**src/design/ocr_pkg.sv**
```systemverilog
// constants for the offset trim and sysref clock register bank
package ocr_pkg;
    localparam int ADDR_W = 12;
    localparam int DATA_W = 8;
    localparam logic [11:0] OFS_HIGH_ADDR = 12'h025;
    localparam logic [11:0] OFS_LOW_ADDR  = 12'h026;
    localparam logic [11:0] CLK_CTRL_ADDR = 12'h030;
    localparam logic [11:0] CLK_STAT_ADDR = 12'h031;
    localparam logic [11:0] CLK_DLY_ADDR  = 12'h032;
    localparam logic [11:0] ANALOG_MISC_CONTROL_ADDR = 12'h033;
    localparam logic [11:0] CLAMP_ADDR    = 12'h034;
    localparam logic [11:0] RSVD_A_ADDR   = 12'h035;
    localparam logic [11:0] RSVD_B_ADDR   = 12'h036;
    localparam logic [11:0] RSVD_C_ADDR   = 12'h037;
    localparam logic [7:0] OFS_HIGH_RST = 8'h40;
    localparam logic [7:0] OFS_LOW_RST  = 8'h00;
    localparam logic [7:0] CLK_CTRL_RST = 8'hc0;
    localparam logic [7:0] CLK_STAT_RST = 8'h07;
    localparam logic [7:0] CLK_DLY_RST  = 8'h80;
    localparam logic [7:0] ANALOG_MISC_CONTROL_RST = 8'hc3;
    localparam logic [7:0] CLAMP_RST    = 8'h2f;
    localparam logic [7:0] RSVD_A_RST   = 8'hdf;
    localparam logic [7:0] RSVD_B_RST   = 8'h00;
    localparam logic [7:0] RSVD_C_RST   = 8'h45;
    localparam logic [14:0] OFS_MIDSCALE = 15'h4000;
    localparam int CTL_RX_EN   = 7;
    localparam int CTL_PROC_EN = 6;
    localparam int CTL_DET_CLR = 5;
    localparam int CTL_DIR_CLR = 4;
    localparam int CTL_CLK_DC  = 2;
    localparam int CTL_SYS_DC  = 1;
    localparam int CTL_SYN_DC  = 0;
    localparam int STAT_DET    = 7;
    localparam int STAT_DIRTY  = 6;
    localparam logic [5:0] STAT_LOW_FIXED = 6'h07;
endpackage

```
**src/design/ocr_regs.sv**
```systemverilog
// offset trim and sysref clock configuration register bank
//
// The plain strobed port was chosen for this implementation.
`timescale 1ns/1ps
// What this block does
// the offset high register keeps trim bits 14..8 in bits 6..0 with bit 7 reserved.
// the offset low register keeps trim bits 7..0 and both join into one trim word.
// trim zero is most negative, 0x4000 is no offset and the reset value, all ones is most positive.
// one trim word drives the whole converter, every interleaved bank alike.
// while background calibration runs the trim word is ignored.
// the clock group sits at 0x030..0x037 with resets c0,07,80,c3,2f,df,00,45; 0x038..0x03f are reserved.
// control bit 7 enables the sysref receiver, reset 1.
// control bit 6 enables the sysref processor, reset 1.
// software drops the processor enable before the receiver enable and raises them the other way.
// writing 1 then 0 to control bit 5 clears the sysref detected flag; the bit resets to 0.
// writing 1 then 0 to control bit 4 clears the dirty capture flag; the bit resets to 0.
// control bits 2,1,0 pick dc lvpecl termination for clock, sysref and sync inputs; bit 3 reserved.
// a sysref rising edge sets status bit 7, the sysref detected flag, while control bits 7 and 6 are both 1.
// a sysref rising edge too near a clock edge sets status bit 6, the dirty capture flag, while control bits 7 and 6 are both 1.
// while a clear bit is 1 its flag stays 0 and detection resumes once the bit returns to 0.
// a reset restores every listed reset value; reserved bits in 0x025..0x037 except status 0x031 read back what was written, 0x038..0x03f read 0.
module ocr_regs (
    input  wire logic        clk,
    input  wire logic        rst_n,
    input  wire logic [11:0] regAddr,
    input  wire logic [7:0]  regWdata,
    input  wire logic        regWrite,
    input  wire logic        regRead,
    output logic      [7:0]  regRdata,
    input  wire logic        sysrefEdge,
    input  wire logic        sysrefMarginal,
    input  wire logic        backgroundCalActive,
    output logic      [14:0] offsetTrimWord,
    output logic             sysrefReceiverEnable,
    output logic             sysrefProcessorEnable,
    output logic             clockInputDcTermination,
    output logic             sysrefInputDcTermination,
    output logic             syncInputDcTermination,
    output logic      [7:0]  sysrefDelayControl,
    output logic      [7:0]  analogMiscControl,
    output logic      [7:0]  inputClampControl
);
    typedef struct packed {
        logic [7:0]  ofsHigh;
        logic [7:0]  ofsLow;
        logic [7:0]  ctrl;
        logic [7:0]  dly;
        logic [7:0]  misc;
        logic [7:0]  clamp;
        logic [7:0]  rsvdA;
        logic [7:0]  rsvdB;
        logic [7:0]  rsvdC;
        logic        detFlag;
        logic        dirtyFlag;
        logic [14:0] trimOut;
        logic [7:0]  rdata;
    } ocr_state_t;

    ocr_state_t s_q;
    ocr_state_t s_d;

    always_comb begin
        s_d = s_q;
        s_d.rdata = 8'h00;
        if (regWrite) begin
            case (regAddr)
                // high byte store
                ocr_pkg::OFS_HIGH_ADDR: s_d.ofsHigh = regWdata;
                // low byte store
                ocr_pkg::OFS_LOW_ADDR: s_d.ofsLow = regWdata;
                // control byte store
                ocr_pkg::CLK_CTRL_ADDR: s_d.ctrl = regWdata;
                ocr_pkg::CLK_DLY_ADDR: s_d.dly = regWdata;
                ocr_pkg::ANALOG_MISC_CONTROL_ADDR: s_d.misc = regWdata;
                ocr_pkg::CLAMP_ADDR: s_d.clamp = regWdata;
                // reserved bytes keep writes
                ocr_pkg::RSVD_A_ADDR: s_d.rsvdA = regWdata;
                ocr_pkg::RSVD_B_ADDR: s_d.rsvdB = regWdata;
                ocr_pkg::RSVD_C_ADDR: s_d.rsvdC = regWdata;
                default: s_d.rsvdC = s_q.rsvdC;
            endcase
        end
        // detect sets flag
        if (sysrefEdge && s_q.ctrl[ocr_pkg::CTL_RX_EN] && s_q.ctrl[ocr_pkg::CTL_PROC_EN]) begin
            s_d.detFlag = 1'b1;
        end
        // marginal capture sets flag
        if (sysrefEdge && sysrefMarginal && s_q.ctrl[ocr_pkg::CTL_RX_EN] && s_q.ctrl[ocr_pkg::CTL_PROC_EN]) begin
            s_d.dirtyFlag = 1'b1;
        end
        // clear held while bit set; the clear is a level, so it must win here
        if (s_q.ctrl[ocr_pkg::CTL_DET_CLR]) begin
            s_d.detFlag = 1'b0;
        end
        // dirty clear held
        if (s_q.ctrl[ocr_pkg::CTL_DIR_CLR]) begin
            s_d.dirtyFlag = 1'b0;
        end
        // freeze trim during calibration, one word for all banks
        if (!backgroundCalActive) begin
            s_d.trimOut = {s_q.ofsHigh[6:0], s_q.ofsLow};
        end
        if (regRead) begin
            // clock group read map, unmapped reads zero
            case (regAddr)
                ocr_pkg::OFS_HIGH_ADDR: s_d.rdata = s_q.ofsHigh;
                ocr_pkg::OFS_LOW_ADDR: s_d.rdata = s_q.ofsLow;
                ocr_pkg::CLK_CTRL_ADDR: s_d.rdata = s_q.ctrl;
                ocr_pkg::CLK_STAT_ADDR: s_d.rdata = {s_q.detFlag, s_q.dirtyFlag, ocr_pkg::STAT_LOW_FIXED};
                ocr_pkg::CLK_DLY_ADDR: s_d.rdata = s_q.dly;
                ocr_pkg::ANALOG_MISC_CONTROL_ADDR: s_d.rdata = s_q.misc;
                ocr_pkg::CLAMP_ADDR: s_d.rdata = s_q.clamp;
                ocr_pkg::RSVD_A_ADDR: s_d.rdata = s_q.rsvdA;
                ocr_pkg::RSVD_B_ADDR: s_d.rdata = s_q.rsvdB;
                ocr_pkg::RSVD_C_ADDR: s_d.rdata = s_q.rsvdC;
                default: s_d.rdata = 8'h00;
            endcase
        end
    end

    always_ff @(posedge clk) begin
        if (!rst_n) begin
            // reset values, midscale trim
            s_q.ofsHigh   <= ocr_pkg::OFS_HIGH_RST;
            s_q.ofsLow    <= ocr_pkg::OFS_LOW_RST;
            s_q.ctrl      <= ocr_pkg::CLK_CTRL_RST;
            s_q.dly       <= ocr_pkg::CLK_DLY_RST;
            s_q.misc      <= ocr_pkg::ANALOG_MISC_CONTROL_RST;
            s_q.clamp     <= ocr_pkg::CLAMP_RST;
            s_q.rsvdA     <= ocr_pkg::RSVD_A_RST;
            s_q.rsvdB     <= ocr_pkg::RSVD_B_RST;
            s_q.rsvdC     <= ocr_pkg::RSVD_C_RST;
            s_q.detFlag   <= 1'b0;
            s_q.dirtyFlag <= 1'b0;
            s_q.trimOut   <= ocr_pkg::OFS_MIDSCALE;
            s_q.rdata     <= 8'h00;
        end else begin
            s_q <= s_d;
        end
    end

    assign regRdata                 = s_q.rdata;
    assign offsetTrimWord           = s_q.trimOut;
    // receiver enable
    assign sysrefReceiverEnable     = s_q.ctrl[ocr_pkg::CTL_RX_EN];
    // processor needs receiver; ordering is software's job
    assign sysrefProcessorEnable    = s_q.ctrl[ocr_pkg::CTL_PROC_EN];
    // termination selects
    assign clockInputDcTermination  = s_q.ctrl[ocr_pkg::CTL_CLK_DC];
    assign sysrefInputDcTermination = s_q.ctrl[ocr_pkg::CTL_SYS_DC];
    assign syncInputDcTermination   = s_q.ctrl[ocr_pkg::CTL_SYN_DC];
    assign sysrefDelayControl       = s_q.dly;
    assign analogMiscControl        = s_q.misc;
    assign inputClampControl        = s_q.clamp;
endmodule // ocr_regs

```
**config.mk**
```make
export PLATFORM = sky130hd
export DESIGN_NAME = ocr_regs
export DESIGN_NICKNAME = d
export VERILOG_FILES = /design/src/design/ocr_pkg.sv /design/src/design/ocr_regs.sv
export SDC_FILE = /design/constraint.sdc
export NUM_CORES = 1
export LEC_CHECK = 0
export BUFFER_PORTS_ARGS = -buffer_cell sky130_fd_sc_hd__buf_2
export CAP_MARGIN = 20
export CELL_PAD_IN_SITES_DETAIL_PLACEMENT = 0
export CELL_PAD_IN_SITES_GLOBAL_PLACEMENT = 1
export CORE_MARGIN = 3
export CORE_UTILIZATION = 46
export DETAILED_ROUTE_END_ITERATION = 12
export PLACE_DENSITY = 0.9
export REMOVE_ABC_BUFFERS = 1
export SYNTH_ARGS = -nofsm -noshare
export SYNTH_HDL_FRONTEND = slang
export SYNTH_SLANG_ARGS = --single-unit
```
**constraint.sdc**
```tcl
create_clock -name clk -period 3.7 [get_ports clk]
set_input_delay 0 -clock clk [delete_from_list [all_inputs] [get_ports clk]]
set_output_delay 0 -clock clk [all_outputs]
set_load 0.005 [all_outputs]
```
======== After elaboration in Yosys (flattened, before gate mapping) ========
Index checks and enable logic that the tools add are counted.
storage, ports and cells
  flip-flop bits (word level) ............. 97
  latch bits .............................. 0
  memory bits (writable) .................. 0
  bits in read-only memories .............. 0
  input port bits ......................... 27
  output and inout bits ................... 52
  memories ................................ 0
operators by class
  add/subtract/negate cells ............... 0
  multiply operators ...................... 0
  div/mod/pow operators ................... 0
  $lt $le $gt $ge ......................... 0
  eq/ne operators ......................... 10
  shift-type cells ........................ 0
  multiplexer cells ....................... 1
  bitwise logic cells ..................... 1
  reductions and logical operators ........ 17
operators with widths
  kind                   count
  $eq A12 B6 Y1 const B  10
  $pmux W8 S10           1
  $reduce_and A2 Y1      10
  $logic_and A1 B1 Y1    5
  $reduce_or A2 Y1       2
  $not A1 Y1             1

======== Depth between registers and ports, before layout ========
  depth in word-level cells ............... 3
  gate-level depth with buffers ........... 7

======== Least setup slack after synthesis ========
No wires, ideal clock.
  kind .................................... input to register
  from .................................... in regAddr[9]
  to ...................................... reg s_q, in the netlist syncInputDcTermination
  setup time .............................. 0.072 ns
  arrival ................................. 1.632 ns
  setup slack ............................. 1.997 ns
  cell stages on the path ................. 6
  buffers on the path ..................... 2
  cell sequence ........................... or4_1 > buf_2 > or4_1 > buf_2 > nor2_2 > mux2i_1
between the ends
  word-level cells in the longest chain between the ends .. 2
ends and longest elaborated chain
  element                      line            source
  from (decl)                  ocr_regs.sv:25  input wire logic [11:0] regAddr,
  $eq A12 B6 Y1                ocr_regs.sv:66  case (regAddr)
  $reduce_and A2 Y1 (no line)  -
  to (decl)                    ocr_regs.sv:59  ocr_state_t s_q;
Every way passes these cells.
A chain may end at the register's enable or synchronous reset.

======== Worst setup path in the final report ========
  from .................................... in regAddr[4]
  to ...................................... reg s_q[76] (netlist name)
Same word-level chain as after synthesis.

==> flow_summary.ini <==
[floorplanning]
die_w_um = 108
die_h_um = 108
start_util_pct = 48.2
dieArea_mm2 = 0.0116
rows = 36
boundaryPins = 79
core_area_mm2 = 0.00991

[finish]
drive_above_1_share_pct = 20.8
multi_input_comb_area_mm2 = 0.00230
n_antenna_cell = 0
final_cell_area_mm2 = 0.00521
mostFrequentLayoutCell = dfxtp_1
final_cell_mix = dfxtp_1, buf_2, nand3_1, mux2i_1, o21ai_0
area_delta_synth_final_pct = 9.07
ff_latch_area_mm2 = 0.00194
fill_cells = 977
nets = 571
fin_util_pct = 52.5

[power]
ir_drop_v = 0.000237
leakage_nw = 2.13
p_per_area_mw_per_mm2 = 386

[global_routing]
grt_max_degree = 51
met1_usage_pct = 28.8
antenna_found_initial = 0
grt_remaining_overflow = 0
grt_pass1_wl_mm = 18.9
grt-busiest-layer = met2
grt_use_met3_pct = 3.00
grt_use_total_pct = 20.3
grt_use_met2_pct = 31.2
first_global_vias = 3768

[synth]
synth_area_mm2 = 0.00477
yosysUniqueCellTypes = 45
yosysWarnings = 0
synth-seq-area-share_pct = 40.7
synth_area_per_cell_um2 = 8.99
synthCells = 531
ys_seq_elements = 97

[timing]
finalCritPeriodShare_pct = 48.4
maxSlewViolCount = 0
hold_viol = 0
min_period_ns = 1.79
hold_ws_ns = 0.0316
fin_tns_setup_ns = 0
rsz0062_at_grt = no
setup_viol = 0
max_slew_margin_pct = 50.5
fmax_mhz = 559
clock_skew_ns = 0.00566
worst_pin_slew_ns = 0.735

[clock_tree]
cts.clk_slew.worst_paths_ns = 0.09
cts_sinks = 97
clockRootBuffer = clkbuf_8
cts_buffer_depth = 2
cts_buffers = 9
cts_tree = done
insertion_delay_ns = 0.35
htreeDepth = 3

[place]
place_area_mm2 = 0.00484
gp_congestion = 0.816
portBuffers = 78
hpwlAfterDp_mm = 7.81

[worst_setup_path]
slowest_stage = nor4_4
cp_top_family = simple AND/OR/NAND/NOR gates
path_class = in2reg
worstPathRequired_ns = 3.94
crit_arrival_ns = 2.03
cpPeakStageDelay_ns = 0.63
endpoint_kind = flop
critPathLaunchType = input pin
critPathMaxFanout = 23
crit_buf_inv = 1
path_cells = buf_2 > nand4bb_1 > nor4_4 > nand2_1 > mux2i_1

[route]
drc = 0
dr.first_iter.drc_count = 269
totalWireLength_mm = 11.7
vias = 3879
ant_nets = 0
wl_per_cell_um = 17.2
first_pass_iters = 5
vias_per_cell = 5.69

[run]
drv_cap = 0

[min_path]
hp-class = in2reg

[status]
status = complete, no violations
[final timing paths]
kind	startpoint	slack (ns)	to	cells after the start
worst max-delay path	regAddr[4]	1.91	s_q[76]$_SDFFE_PN0P_	5
worst min-delay path	sysrefMarginal	0.03	s_q[23]$_SDFFE_PP0P_	3
worst max register to register	s_q[84]$_SDFFE_PN0P_	2.27	regRdata[3]$_SDFF_PN0_	4
worst min register to register	s_q[77]$_SDFFE_PN0P_	0.46	s_q[23]$_SDFFE_PP0P_	1
[repair_timing]
action | CTS | global route
buffers inserted | 0 | 0
gates resized for setup | 0 | 0
endpoints found under the hold margin | 21 | 0
hold buffers | 9 | 0
[Yosys cell counts (all sizes together)]
master / number / area (um2)
or2: 1 / 6.26
nand2: 42 / 160
nand2b: 6 / 37.5
o211ai: 1 / 7.51
a22o: 1 / 8.76
or4: 2 / 15.0
dfxtp: 97 / 1940
inv: 3 / 11.3
mux2i: 64 / 641
a41oi: 1 / 8.76
a2111o: 1 / 11.3
o2bb2ai: 3 / 26.3
o21ai: 44 / 220
nor3: 1 / 5.00
nor3b: 3 / 22.5
and2: 1 / 6.26
nand4: 4 / 25.0
o32ai: 2 / 17.5
buf: 53 / 379
nand3: 66 / 330
o22ai: 5 / 31.3
nand4bb: 1 / 11.3
or3b: 3 / 26.3
nor4: 5 / 52.6
nor4bb: 3 / 30.0
and3: 1 / 6.26
a21oi: 7 / 35.0
o221ai: 2 / 17.5
mux4: 3 / 67.6
clkbuf: 38 / 143
nor2: 3 / 13.8
and4: 1 / 8.76
a31oi: 4 / 25.0
mux2: 3 / 33.8
a21boi: 18 / 135
a32oi: 2 / 17.5
a21o: 1 / 7.51
nor2b: 32 / 200
a221o: 3 / 30.0
[flip-flops by register name, summed over array words and instances, names as in the netlist]
signal and flops:
sysrefDelayControl 8, s_q 45, offsetTrimWord 15, sysrefInputDcTermination 1, regRdata 8, syncInputDcTermination 1
clockInputDcTermination 1, sysrefProcessorEnable 1, inputClampControl 8, analogMiscControl 8, sysrefReceiverEnable 1
[logic make-up (layout without fill, tap and decap cells)]
logic type / count (synthesis) / in the layout / share of synthesized area (%)
multiplexers: 70 / 70 / 15.5
AO/OA/AOI/OAI: 95 / 95 / 12.6
flip-flops: 97 / 97 / 40.7
buffers and inverters: 94 / 112 / 11.2
AND/OR/NAND/NOR: 175 / 175 / 20.1
[through the flow]
| step | power [W] | cells | setup WS [ns] |
|---|---|---|---|
| final | 0.00201 | 682 | 1.91 |
| after detailed placement | 0.00120 | 655 | 1.36 |
| after global routing | 0.00208 | 682 | 1.81 |
| after global placement | 0.00120 | 655 | 1.49 |
| after CTS | 0.00203 | 680 | 1.73 |
| after floorplan | 0.00112 | 440 | 1.96 |
[per-layer routing]
metal,vias up,share of wire [%]
met4,0,1.9
met3,20,6.7
met5,-,0
met1,1841,46
met2,161,45
li1,1857,-
[report_power, final]
part	switching [W]	leakage, nW	internal, W
logic	0.0000908	1.23	0.0000528
registers	0.000000842	0.782	0.00104
clock network	0.000373	0.115	0.000449
[worst min-delay path, delay by kind of cell]
family          cells  cell delay (ns)
buf+inv             1             0.08
simple gates        1             0.15
compound gates      1             0.11
[final cells by class]
| cell class | instances | share of cell area, % |
|---|---|---|
| Timing Repair Buffer | 93 | 10.5 |
| Inverter | 3 | 0.216 |
| Tap cell | 133 | 3.20 |
| Clock inverter | 7 | 2.28 |
| Sequential cell | 97 | 37.3 |
| Clock buffer | 9 | 2.38 |
| Multi-Input combinational cell | 340 | 44.1 |
Power figures use the tool's default switching activity.
